==> src/hw/hps_cfg.svh <==
`ifndef HPS_CFG_SVH
`define HPS_CFG_SVH

// Register byte offsets
`define HPS_OFF_CTRL    8'h00
`define HPS_OFF_PULSE   8'h04
`define HPS_OFF_FAN     8'h08
`define HPS_OFF_STAT    8'h0c

// Control field positions
`define HPS_CTRL_ON     0
`define HPS_CTRL_OFF    1
`define HPS_CTRL_RST    2
`define HPS_CTRL_PINV   3
`define HPS_CTRL_RINV   4
`define HPS_CTRL_BLANK  5

// Reset values
`define HPS_CTRL_INIT   6'h00
`define HPS_FAN_INIT    32'hffffffff

// Bus answers
`define HPS_RESP_OKAY   2'h0
`define HPS_RESP_SLVERR 2'h2

// Timing, ms where not noted
`define HPS_CLK_HZ        50000000
`define HPS_TICK_MS       1
`define HPS_ON_HOLD_MS    250
`define HPS_OFF_HOLD_MS   4000
`define HPS_RST_HOLD_MS   4000
`define HPS_EXT_MS        5000
`define HPS_RST_PULSE_MS  1000
`define HPS_PULSE_DEF_MS  1000

`endif

==> src/hw/hps_pkg.sv <==
package hps_pkg;

  typedef enum logic [2:0] {
    SEQ_IDLE,
    SEQ_PWR_ON,
    SEQ_PWR_OFF,
    SEQ_PWR_EXT,
    SEQ_RST
  } hps_seq_t;

  typedef struct packed {
    logic        awHeld;
    logic [7:0]  awAddr;
    logic        wHeld;
    logic [31:0] wData;
    logic [3:0]  wStrb;
    logic        bValid;
    logic [1:0]  bResp;
    logic        rValid;
    logic [31:0] rData;
    logic [1:0]  rResp;
    logic [5:0]  ctrl;
    logic [15:0] pulseMs;
    logic [31:0] fan;
    hps_seq_t    seq;
    logic [31:0] tickCnt;
    logic        tick;
    logic [15:0] holdChk;
    logic [15:0] holdCan;
    logic        armed;
    logic [15:0] phase;
    logic        pwrOe;
    logic        pwrOut;
    logic        rstOe;
    logic        rstOut;
    logic        blank;
    logic        reboot;
  } hps_regs_t;

endpackage

==> src/hw/host_power_seq.sv <==
`timescale 1ns/1ps
`include "hps_cfg.svh"

module host_power_seq #(
  parameter int unsigned TICK_CYCLES = `HPS_CLK_HZ / 1000 * `HPS_TICK_MS,
  parameter int unsigned ON_HOLD     = `HPS_ON_HOLD_MS / `HPS_TICK_MS,
  parameter int unsigned OFF_HOLD    = `HPS_OFF_HOLD_MS / `HPS_TICK_MS,
  parameter int unsigned RST_HOLD    = `HPS_RST_HOLD_MS / `HPS_TICK_MS,
  parameter int unsigned EXT_TIME    = `HPS_EXT_MS / `HPS_TICK_MS,
  parameter int unsigned RST_PULSE   = `HPS_RST_PULSE_MS / `HPS_TICK_MS
) (
  // Clock and reset
  input  wire logic        clk,
  input  wire logic        rst_n,
  // AXI4-Lite slave
  input  wire logic        awvalid,
  output logic             awready,
  input  wire logic [7:0]  awaddr,
  input  wire logic        wvalid,
  output logic             wready,
  input  wire logic [31:0] wdata,
  input  wire logic [3:0]  wstrb,
  output logic             bvalid,
  input  wire logic        bready,
  output logic [1:0]       bresp,
  input  wire logic        arvalid,
  output logic             arready,
  input  wire logic [7:0]  araddr,
  output logic             rvalid,
  input  wire logic        rready,
  output logic [31:0]      rdata,
  output logic [1:0]       rresp,
  // Front keys, active high
  input  wire logic        keyCheck,
  input  wire logic        keyCancel,
  // Host power sense
  input  wire logic        powerSense,
  // Host power-switch pin
  input  wire logic        pwrSwIn,
  output logic             pwrSwOut,
  output logic             pwrSwOe,
  // Host reset pin
  input  wire logic        hostRstIn,
  output logic             hostRstOut,
  output logic             hostRstOe,
  // Watchdog request, same clock
  input  wire logic        wdogFire,
  // Display, fans and self-reboot request
  output logic             displayBlank,
  output logic [31:0]      fanPower,
  output logic             selfReboot
);

  localparam int NSYNC = 5;

  hps_pkg::hps_regs_t s_r;
  hps_pkg::hps_regs_t s_nxt;
  logic [NSYNC-1:0]   rawIn;
  logic [NSYNC-1:0]   synIn;
  logic               senseS;
  logic               chkS;
  logic               canS;
  logic               wrDo;
  logic               rdDo;
  logic [7:0]         wrWord;
  logic [7:0]         rdWord;
  logic [31:0]        wv;

  assign rawIn = {hostRstIn, pwrSwIn, keyCancel, keyCheck, powerSense};

  for (genvar gi = 0; gi < NSYNC; gi++) begin : g_sync
    hps_sync u_sync (
      .clk  (clk),
      .rst_n(rst_n),
      .din  (rawIn[gi]),
      .dout (synIn[gi])
    );
  end

  assign senseS = synIn[0];
  assign chkS   = synIn[1];
  assign canS   = synIn[2];

  function automatic logic [31:0] merge(input logic [31:0] old,
                                        input logic [31:0] dat,
                                        input logic [3:0]  stb);
    logic [31:0] r;
    r = old;
    for (int b = 0; b < 4; b++) begin
      if (stb[b]) begin
        r[8*b +: 8] = dat[8*b +: 8];
      end
    end
    return r;
  endfunction

  assign wrDo   = s_r.awHeld && s_r.wHeld && !s_r.bValid;
  assign rdDo   = arvalid && arready;
  assign wrWord = {s_r.awAddr[7:2], 2'b00};
  assign rdWord = {araddr[7:2], 2'b00};

  always_comb begin
    s_nxt       = s_r;
    wv          = 32'h00000000;
    s_nxt.tick  = 1'b0;
    s_nxt.reboot = 1'b0;
    // Bus: address and data taken in either order
    if (awvalid && awready) begin
      s_nxt.awHeld = 1'b1;
      s_nxt.awAddr = awaddr;
    end
    if (wvalid && wready) begin
      s_nxt.wHeld = 1'b1;
      s_nxt.wData = wdata;
      s_nxt.wStrb = wstrb;
    end
    if (wrDo) begin
      s_nxt.awHeld = 1'b0;
      s_nxt.wHeld  = 1'b0;
      s_nxt.bValid = 1'b1;
      s_nxt.bResp  = `HPS_RESP_OKAY;
      unique case (wrWord)
        `HPS_OFF_CTRL: begin
          wv = merge({26'h0000000, s_r.ctrl}, s_r.wData, s_r.wStrb);
          s_nxt.ctrl = wv[5:0];
        end
        `HPS_OFF_PULSE: begin
          wv = merge({16'h0000, s_r.pulseMs}, s_r.wData, s_r.wStrb);
          s_nxt.pulseMs = wv[15:0];
        end
        `HPS_OFF_FAN: begin
          s_nxt.fan = merge(s_r.fan, s_r.wData, s_r.wStrb);
        end
        `HPS_OFF_STAT: ;
        default: s_nxt.bResp = `HPS_RESP_SLVERR;
      endcase
    end
    if (bvalid && bready) begin
      s_nxt.bValid = 1'b0;
    end
    if (rdDo) begin
      s_nxt.rValid = 1'b1;
      s_nxt.rResp  = `HPS_RESP_OKAY;
      unique case (rdWord)
        `HPS_OFF_CTRL:  s_nxt.rData = {26'h0000000, s_r.ctrl};
        `HPS_OFF_PULSE: s_nxt.rData = {16'h0000, s_r.pulseMs};
        `HPS_OFF_FAN:   s_nxt.rData = s_r.fan;
        `HPS_OFF_STAT:  s_nxt.rData = {24'h000000, synIn[4], synIn[3], canS, chkS,
                                       s_r.armed, s_r.rstOe, s_r.pwrOe, senseS};
        default: begin
          s_nxt.rData = 32'h00000000;
          s_nxt.rResp = `HPS_RESP_SLVERR;
        end
      endcase
    end else if (rvalid && rready) begin
      s_nxt.rValid = 1'b0;
    end
    // Timebase
    if (s_r.tickCnt >= 32'(TICK_CYCLES - 1)) begin
      s_nxt.tickCnt = 32'h00000000;
      s_nxt.tick    = 1'b1;
    end else begin
      s_nxt.tickCnt = s_r.tickCnt + 32'h00000001;
    end
    // Hold timers restart from zero on every press
    if (chkS && s_r.armed) begin
      if (s_r.tick && s_r.holdChk != 16'hffff) begin
        s_nxt.holdChk = s_r.holdChk + 16'h0001;
      end
    end else begin
      s_nxt.holdChk = 16'h0000;
    end
    if (canS && s_r.armed) begin
      if (s_r.tick && s_r.holdCan != 16'hffff) begin
        s_nxt.holdCan = s_r.holdCan + 16'h0001;
      end
    end else begin
      s_nxt.holdCan = 16'h0000;
    end
    // Sequencer
    unique case (s_r.seq)
      hps_pkg::SEQ_IDLE: begin
        s_nxt.phase = 16'h0000;
        if (!s_r.armed && !chkS && !canS) begin
          s_nxt.armed = 1'b1;
        end
        if (wdogFire) begin
          s_nxt.seq   = hps_pkg::SEQ_RST;
          s_nxt.rstOe = 1'b1;
          s_nxt.armed = 1'b0;
        end else if (s_r.armed && !senseS && chkS && s_r.ctrl[`HPS_CTRL_ON] &&
                     s_r.holdChk >= 16'(ON_HOLD)) begin
          s_nxt.seq   = hps_pkg::SEQ_PWR_ON;
          s_nxt.pwrOe = 1'b1;
          s_nxt.armed = 1'b0;
        end else if (s_r.armed && senseS && canS && s_r.ctrl[`HPS_CTRL_OFF] &&
                     s_r.holdCan >= 16'(OFF_HOLD)) begin
          s_nxt.seq   = hps_pkg::SEQ_PWR_OFF;
          s_nxt.pwrOe = 1'b1;
          s_nxt.armed = 1'b0;
        end else if (s_r.armed && senseS && chkS && s_r.ctrl[`HPS_CTRL_RST] &&
                     s_r.holdChk >= 16'(RST_HOLD)) begin
          s_nxt.seq   = hps_pkg::SEQ_RST;
          s_nxt.rstOe = 1'b1;
          s_nxt.armed = 1'b0;
        end
      end
      hps_pkg::SEQ_PWR_ON: begin
        if (s_r.tick) begin
          if (s_r.phase + 16'h0001 >= s_r.pulseMs) begin
            s_nxt.seq   = hps_pkg::SEQ_IDLE;
            s_nxt.pwrOe = 1'b0;
          end else begin
            s_nxt.phase = s_r.phase + 16'h0001;
          end
        end
      end
      hps_pkg::SEQ_PWR_OFF: begin
        if (s_r.tick) begin
          if (s_r.phase + 16'h0001 >= s_r.pulseMs) begin
            s_nxt.phase = 16'h0000;
            if (canS) begin
              s_nxt.seq   = hps_pkg::SEQ_PWR_EXT;
            end else begin
              s_nxt.seq   = hps_pkg::SEQ_IDLE;
              s_nxt.pwrOe = 1'b0;
            end
          end else begin
            s_nxt.phase = s_r.phase + 16'h0001;
          end
        end
      end
      hps_pkg::SEQ_PWR_EXT: begin
        if (!canS || (s_r.tick && s_r.phase + 16'h0001 >= 16'(EXT_TIME))) begin
          s_nxt.seq   = hps_pkg::SEQ_IDLE;
          s_nxt.pwrOe = 1'b0;
        end else if (s_r.tick) begin
          s_nxt.phase = s_r.phase + 16'h0001;
        end
      end
      hps_pkg::SEQ_RST: begin
        if (s_r.tick) begin
          if (s_r.phase + 16'h0001 >= 16'(RST_PULSE)) begin
            // Reboot: sequencer and timers start over, settings kept
            s_nxt.seq     = hps_pkg::SEQ_IDLE;
            s_nxt.rstOe   = 1'b0;
            s_nxt.reboot  = 1'b1;
            s_nxt.tickCnt = 32'h00000000;
            s_nxt.holdChk = 16'h0000;
            s_nxt.holdCan = 16'h0000;
            s_nxt.phase   = 16'h0000;
          end else begin
            s_nxt.phase = s_r.phase + 16'h0001;
          end
        end
      end
    endcase
    s_nxt.pwrOut = s_nxt.ctrl[`HPS_CTRL_PINV];
    s_nxt.rstOut = s_nxt.ctrl[`HPS_CTRL_RINV];
    s_nxt.blank  = s_nxt.ctrl[`HPS_CTRL_BLANK] && !senseS;
    if (!rst_n) begin
      s_nxt         = '0;
      s_nxt.seq     = hps_pkg::SEQ_IDLE;
      s_nxt.ctrl    = `HPS_CTRL_INIT;
      s_nxt.pulseMs = 16'(`HPS_PULSE_DEF_MS / `HPS_TICK_MS);
      s_nxt.fan     = `HPS_FAN_INIT;
    end
  end

  always_ff @(posedge clk) begin
    s_r <= s_nxt;
  end

  assign awready      = !s_r.awHeld && !s_r.bValid;
  assign wready       = !s_r.wHeld && !s_r.bValid;
  assign bvalid       = s_r.bValid;
  assign bresp        = s_r.bResp;
  assign arready      = !s_r.rValid;
  assign rvalid       = s_r.rValid;
  assign rdata        = s_r.rData;
  assign rresp        = s_r.rResp;
  assign pwrSwOe      = s_r.pwrOe;
  assign pwrSwOut     = s_r.pwrOut;
  assign hostRstOe    = s_r.rstOe;
  assign hostRstOut   = s_r.rstOut;
  assign displayBlank = s_r.blank;
  assign fanPower     = s_r.fan;
  assign selfReboot   = s_r.reboot;

  // Checks
  property p_pwrHiz;
    @(posedge clk) disable iff (!rst_n)
      s_r.pwrOe == (s_r.seq inside {hps_pkg::SEQ_PWR_ON, hps_pkg::SEQ_PWR_OFF,
                                    hps_pkg::SEQ_PWR_EXT});
  endproperty
  a_pwrHiz: assert property (p_pwrHiz) else $error("power pin drive off sequence");
  property p_pwrPol;
    @(posedge clk) disable iff (!rst_n)
      pwrSwOe |-> pwrSwOut == s_r.ctrl[`HPS_CTRL_PINV];
  endproperty
  a_pwrPol: assert property (p_pwrPol) else $error("power pin wrong polarity");
  property p_rstPin;
    @(posedge clk) disable iff (!rst_n)
      hostRstOe |-> hostRstOut == s_r.ctrl[`HPS_CTRL_RINV] && s_r.seq == hps_pkg::SEQ_RST;
  endproperty
  a_rstPin: assert property (p_rstPin) else $error("reset pin drive wrong");
  property p_onEn;
    @(posedge clk) disable iff (!rst_n)
      s_r.seq == hps_pkg::SEQ_IDLE && !s_r.ctrl[`HPS_CTRL_ON] |=>
        s_r.seq != hps_pkg::SEQ_PWR_ON;
  endproperty
  a_onEn: assert property (p_onEn) else $error("power-on while disabled");
  property p_onHold;
    @(posedge clk) disable iff (!rst_n)
      $rose(pwrSwOe) && !senseS |-> $past(s_r.holdChk) >= 16'(ON_HOLD);
  endproperty
  a_onHold: assert property (p_onHold) else $error("power-on before hold time");
  property p_extEnd;
    @(posedge clk) disable iff (!rst_n)
      s_r.seq == hps_pkg::SEQ_PWR_EXT && !canS |=> !pwrSwOe;
  endproperty
  a_extEnd: assert property (p_extEnd) else $error("extension outlived key");
  property p_reboot;
    @(posedge clk) disable iff (!rst_n)
      $fell(hostRstOe) |-> selfReboot ##1 !selfReboot;
  endproperty
  a_reboot: assert property (p_reboot) else $error("no reboot after reset");
  property p_blank;
    @(posedge clk) disable iff (!rst_n)
      s_r.ctrl[`HPS_CTRL_BLANK] && !senseS ##1 s_r.ctrl[`HPS_CTRL_BLANK] |-> displayBlank;
  endproperty
  a_blank: assert property (p_blank) else $error("display not blanked");
  property p_fan;
    @(posedge clk) disable iff (!rst_n)
      $changed(fanPower) |-> $past(wrDo && wrWord == `HPS_OFF_FAN);
  endproperty
  a_fan: assert property (p_fan) else $error("fan changed without write");
  property p_release;
    @(posedge clk) disable iff (!rst_n)
      !chkS |=> s_r.holdChk == 16'h0000;
  endproperty
  a_release: assert property (p_release) else $error("hold timer kept on release");
  c_on:  cover property (@(posedge clk) disable iff (!rst_n)
           s_r.seq == hps_pkg::SEQ_PWR_ON);
  c_ext: cover property (@(posedge clk) disable iff (!rst_n)
           s_r.seq == hps_pkg::SEQ_PWR_EXT);
  c_rst: cover property (@(posedge clk) disable iff (!rst_n) selfReboot);

endmodule // host_power_seq

==> src/hw/hps_sync.sv <==
`timescale 1ns/1ps
module hps_sync (
  // Clock and reset
  input  wire logic clk,
  input  wire logic rst_n,
  // Asynchronous level in, filtered level out
  input  wire logic din,
  output logic      dout
);

  typedef struct packed {
    logic s1;
    logic s2;
    logic s3;
    logic level;
  } hps_sync_t;

  hps_sync_t q_r;
  hps_sync_t q_nxt;

  always_comb begin
    q_nxt    = q_r;
    q_nxt.s1 = din;
    q_nxt.s2 = q_r.s1;
    q_nxt.s3 = q_r.s2;
    // Change accepted once stages two and three agree
    if (q_r.s2 == q_r.s3) begin
      q_nxt.level = q_r.s3;
    end
    if (!rst_n) begin
      q_nxt = '0;
    end
  end

  always_ff @(posedge clk) begin
    q_r <= q_nxt;
  end

  assign dout = q_r.level;

endmodule // hps_sync

==> config.mk <==
export PLATFORM = sky130hd
export DESIGN_NAME = host_power_seq
export DESIGN_NICKNAME = d
export VERILOG_FILES = /design/src/hw/hps_pkg.sv /design/src/hw/host_power_seq.sv /design/src/hw/hps_sync.sv
export VERILOG_INCLUDE_DIRS = /design/src /design/src/hw
export SDC_FILE = /design/constraint.sdc
export NUM_CORES = 1
export LEC_CHECK = 0
export BUFFER_PORTS_ARGS = -buffer_cell sky130_fd_sc_hd__buf_2
export CORE_MARGIN = 8
export CORE_UTILIZATION = 40
export DETAILED_ROUTE_END_ITERATION = 8
export PLACE_DENSITY = 0.62
export SLEW_MARGIN = 20
export SYNTH_ARGS = -nofsm -noshare
export SYNTH_HDL_FRONTEND = slang
export SYNTH_SLANG_ARGS = --single-unit
==> constraint.sdc <==
create_clock -name clk -period 5.2 [get_ports clk]
set_clock_uncertainty 0.05 [all_clocks]
set_input_delay 0.52 -clock clk [delete_from_list [all_inputs] [get_ports clk]]
set_output_delay 0.52 -clock clk [all_outputs]
set_load 0.02 [all_outputs]
# Word level (Yosys, flattened, before mapping)
# Cells that the tools add are included.
dict set report totals {
  regBits 249
  input_bits 65
  output_inout_bits 79
  wordCells 227
}
dict set report classes {
  add_sub_neg 4
  n_lt_le_gt_ge 7
  n_eq_ne 34
  n_mux 69
  bitwise 1
  n_reduce_logical 61
}
# cell n
set ops {}
lappend ops {{$mux W32} 6}
lappend ops {{$mux W16} 11}
lappend ops {{$pmux W32 S4} 1}
lappend ops {{$pmux W16 S5} 1}
lappend ops {{$mux W35} 2}
lappend ops {{$mux W54} 1}
lappend ops {{$add A16 B1 Y16 const B} 3}
lappend ops {{$mux W8} 6}
lappend ops {{$mux W17} 2}
lappend ops {{$add A32 B1 Y32 const B} 1}
lappend ops {{$ge A16 B12 Y1 const B} 2}
lappend ops {{$ge A32 B16 Y1 const B} 1}
lappend ops {{$ne A16 B16 Y1 const B} 2}
lappend ops {{$logic_and A1 B1 Y1} 28}
lappend ops {{$mux W3} 9}
lappend ops {{$eq A6 B2 Y1 const B} 4}
lappend ops {{$ne A2 B2 Y1 const B} 12}
lappend ops {{$reduce_and A3 Y1} 8}
lappend ops {{$mux W1} 22}
lappend ops {{$ge A16 B10 Y1 const B} 1}
lappend ops {{$ge A16 B13 Y1 const B} 1}
lappend ops {{$ge A16 B16 Y1} 1}
lappend ops {{$ge A16 B8 Y1 const B} 1}
lappend ops {{$logic_not A8 Y1} 2}
lappend ops {{other kinds (25)} 48}

# Depth between registers and ports, before layout
dict set report logic_depth {
  depth_word 9
  ltp_mapped 15
  depth_no_buf 14
}

# Hierarchy
# Synthesis repeated with hierarchy kept, for this count alone.
dict set report hier_totals {
  cells_unflattened 1254
  hier_area_um2 11023.1
}
# module instances cells_per_inst area_each_um2
set by_module_without_submodules {}
lappend by_module_without_submodules {host_power_seq 1 1204 10441.3}
lappend by_module_without_submodules {hps_sync 5 10 116.4}

# Worst setup path before layout
# OpenSTA, ideal clock, no wires.
dict set report synth_timing {
  path_kind {reg-to-reg}
  startpoint {register s_r[6] in the netlist's numbering}
  endpoint {register s_r[13] in the netlist's numbering}
  setup_ns 0.124
  arrival_ns 2.979
  required_time_ns 5.026
  slack_ns 2.046
  path_stages_with_launch 16
  path_buffers 2
  synth_period_minus_slack_ns 3.154
  cell_sequence {dfxtp_1 -> ha_1 -> and3_1 -> buf_4 -> nand3_2 -> xnor2_2 -> ha_1 -> nand4_1 -> nor2_1 -> a221oi_1 -> o311a_1 -> a21boi_1 -> nand2_1 -> buf_2 -> a21oi_1 -> o32ai_1}
}
dict set report synth_between {
  elab_chain_cells 6
  elab_cells_between_ends 18
  cone_classes {add/sub: 1; order compare: 3; eq/ne: 2; mux: 9; reduce/logical: 3}
}
# element line_no
set synth_rtl {}
lappend synth_rtl {{from (decl)} host_power_seq.sv:56} ;# hps_pkg::hps_regs_t s_r;
lappend synth_rtl {{from (signal assigned)} host_power_seq.sv:271} ;# s_r <= s_nxt;
lappend synth_rtl {{$add A16 B1 Y16 *} -}
lappend synth_rtl {{$ge A16 B13 Y1} host_power_seq.sv:234} ;# if (!canS || (s_r.tick && s_r.phase + 16'h0001 >= 16'(EXT_TIME))) begin
lappend synth_rtl {{$logic_and A1 B1 Y1} host_power_seq.sv:234}
lappend synth_rtl {{$logic_or A1 B1 Y1} host_power_seq.sv:234}
lappend synth_rtl {{$ne A2 B2 Y1 (no line)} -}
lappend synth_rtl {{$reduce_and A6 Y1 (no line)} -}
# Every way passes the cells marked *; elsewhere a longest branch is shown, timed or not. The select of a mux whose other input is x is not followed.
# A chain may end at the register's enable or synchronous reset.

# Worst setup path after layout
# Same ends and word-level chain as after synthesis.

==> run metrics <==
Core Area=26,900 um^2; htree depth=1; IR drop worst, VDD=198 uV; Top delay family on crit path=simple AND/OR/NAND/NOR gates; Global Route Usage Sum=0.148; placed cell area=around 11,000 um^2; Max Root-Sink Buffers=3; Max-cap violations=0; status=finished, final reports clean; post-CTS setup buffer count=0; final hold violations=0; Layout Cells excl Fill=about 1,700; vias=8,394; Core Util, Final=0.457; crit path DAT=between 4 and 5 ns; synth warn=0; critical path launch point=s_r[6]$_SDFFE_PN0P_; setup TNS after final layout=0 ns; share of layout cells above drive strength 1=0.153; Tmin final=4.25 ns; highest metal used=met4; Post-CTS Hold Buffers=0; crit start category=register; FP Rows=60; grt ovf=0; Die Y=around 180 um; ys async rst share=0; number of gates resized after CTS=0; total wire length=25.2 mm; register area share after synthesis=0.447; cell taking the most area after synthesis=dfxtp_1; crit path cell chain=ha_1, and3_1, nand4_1, xnor2_1, ha_1, and4_1, a221oi_1, o311a_1, a21boi_1, nand2_1, nand2_1, o32ai_1; Max Clk Rate=235 MHz; drt drc=0; CTS Root Cell=clkbuf_16; I/O pins=144; Crit. path cell count=12; top cells by count, synth=dfxtp_1 (243), nand2_1 (222), nor2_1 (79), buf_4 (71), nand3_1 (70); first-pass GRT wire length=a little over 40 mm; final worst path period share=0.817; Leakage=4.93 nW; ys flop type=dfxtp_1; Rel. slew slack=0.323; first drt pass iteration count=5; CTS sink cnt=243; Seq cells post-synth=243; actual slew at the worst max-slew pin=between 1 and 1.5 ns; syn avg cell area=roughly 8.7 um^2; vias in the first global route=roughly 7,900; Critical Path Sink Type=register; post-DP HPWL=17.9 mm; unrepaired setup endpoints after global routing=no; largest net degree at the start of global routing=~120; Max stage delay on crit path=0.49 ns; Initial Utilization=0.405; WL met2=12.0 mm; share of the synthesized area in the top cell type=0.447; number of library cell types mapped by synthesis=62; worst slack, placed=1.04 ns; Die W=181 um; final instance area=~12,000 um^2; post-placement cell count=approximately 1,600; Worst-path clk slew=0.06 ns; Syn Inst Count=between 1,000 and 1,500; EDFF count, synth=0; wl on met1=11.7 mm; worst path bufs/invs=0; RePlAce Congestion=between 0.8 and 0.9; Critical-path top delay cell=dfxtp_1; initial antenna violation count=1; WL/cell=15.1 um; Setup Crit Path Kind=reg2reg; setup ws final=0.953 ns; DR WL met3=1.21 mm; post-layout total power=4.12 mW; Hold WS=0.151 ns; ANT nets after route=0; DR vias/cell=about 5; final setup vio count=0; port buffer count=137; die area=32,800 um^2; worst skew pair latency=0.52 ns; CTS tree=done; crit-path max FO=14; FF-to-FF Start=s_r[6]$_SDFFE_PN0P_; Power Density=roughly 340 nW/um^2; hold wc startpoint=keyCancel; area grow syn2layout=12.8%; CTS buffer count=26; 1st-iter DRT viols=between 500 and 600; fin. max-slew vios=0; Layout Nets=1,394; Mapped Area=10,900 um^2; ranking of synthesized cells by area=dfxtp_1 (45%), nand2_1 (7.7%), buf_4 (4.9%); Hold Path Class=in2reg; count leader, synth=dfxtp_1; Crit path required time=5.57 ns; R2R depth=12; hold depth=2
## routing by layer
metal / vias up / track usage
li1: 4286 / -
met1: 3919 / 0.191
met2: 158 / 0.254
met3: 31 / 0.0263
met4: 0 / 0.0331
met5: - / 0
## cells in the final DEF, fill, tap and decap left out, types with 9 or more instances in the layout
master     Yosys  layout
conb_1         1      18
nand4_1       19      19
a21oi_1       18      18
buf_2         10     136
inv_1         25      25
and3_1        14      14
nand3_1       70      70
dfxtp_1      243     243
nor2_1        79      79
nor2b_1       54      54
ha_1          22      22
nor3_1        12      12
clkbuf_16      0      27
a21boi_0      43      43
a21boi_1      12      12
xnor2_1       25      25
nor4_1        12      12
and4_1         9       9
mux2i_1       31      31
a22oi_1       33      33
and2_1        35      35
nand2_1      222     222
o21ai_0       29      29
xor2_1        32      32
## cell families after synthesis
logic type / synth area share
AOI/OAI and AO/OA: 0.118
xor gates and xnor gates: 0.0473
adders and majority gates: 0.0253
buffers and inverters: 0.0794
DFF: 0.447
muxes: 0.0409
other: 0.000344
and+or+nand+nor: 0.242
## worst reg2reg max path, stage by stage, from the launching register on
cell and delay, ns:
dfxtp_1 0.49, ha_1 0.39, and3_1 0.37, nand4_1 0.16
xnor2_1 0.35, ha_1 0.31, and4_1 0.22, a221oi_1 0.26
o311a_1 0.31, a21boi_1 0.16, nand2_1 0.46, nand2_1 0.29
o32ai_1 0.33
## sequential cells by signal, summed over array words and instances (netlist names)
name	cells
s_r	151
fanPower	32
rdata	32
g_sync.u_sync.q_r	15
g_sync.u_sync.dout	5
bresp	1
bvalid	1
displayBlank	1
hostRstOe	1
pwrSwOe	1
rresp	1
rvalid	1
selfReboot	1
## path summary, 6_finish.rpt
| check | slack [ns] | end |
|---|---|---|
| max | 0.95 | s_r[13]$_SDFFE_PN0P_ |
| min | 0.15 | g_sync[2].u_sync.q_r[3]$_SDFF_PN0_ |
| max reg2reg | 0.95 | s_r[13]$_SDFFE_PN0P_ |
| min reg2reg | 0.38 | g_sync[4].u_sync.q_r[2]$_SDFF_PN0_ |
## report_power, final
group,total [mW],switching [mW],internal [mW],leakage [nW]
combinational,0.200,0.120,0.0795,2.50
sequential,1.93,0.0279,1.90,1.98
clock,1.99,0.737,1.25,0.453
## layout make-up
class / count / area (um^2)
diodes: 1 / 2.50
clock buffers: 35 / 746
clock inverters: 11 / 189
fillers: 2619 / 14600
inverters: 25 / 93.8
multi-input cells: 868 / 5230
flip-flops and latches: 243 / 4860
well taps: 341 / 427
repair buffers: 143 / 733
No activity file was read; power rests on OpenSTA's default activity.
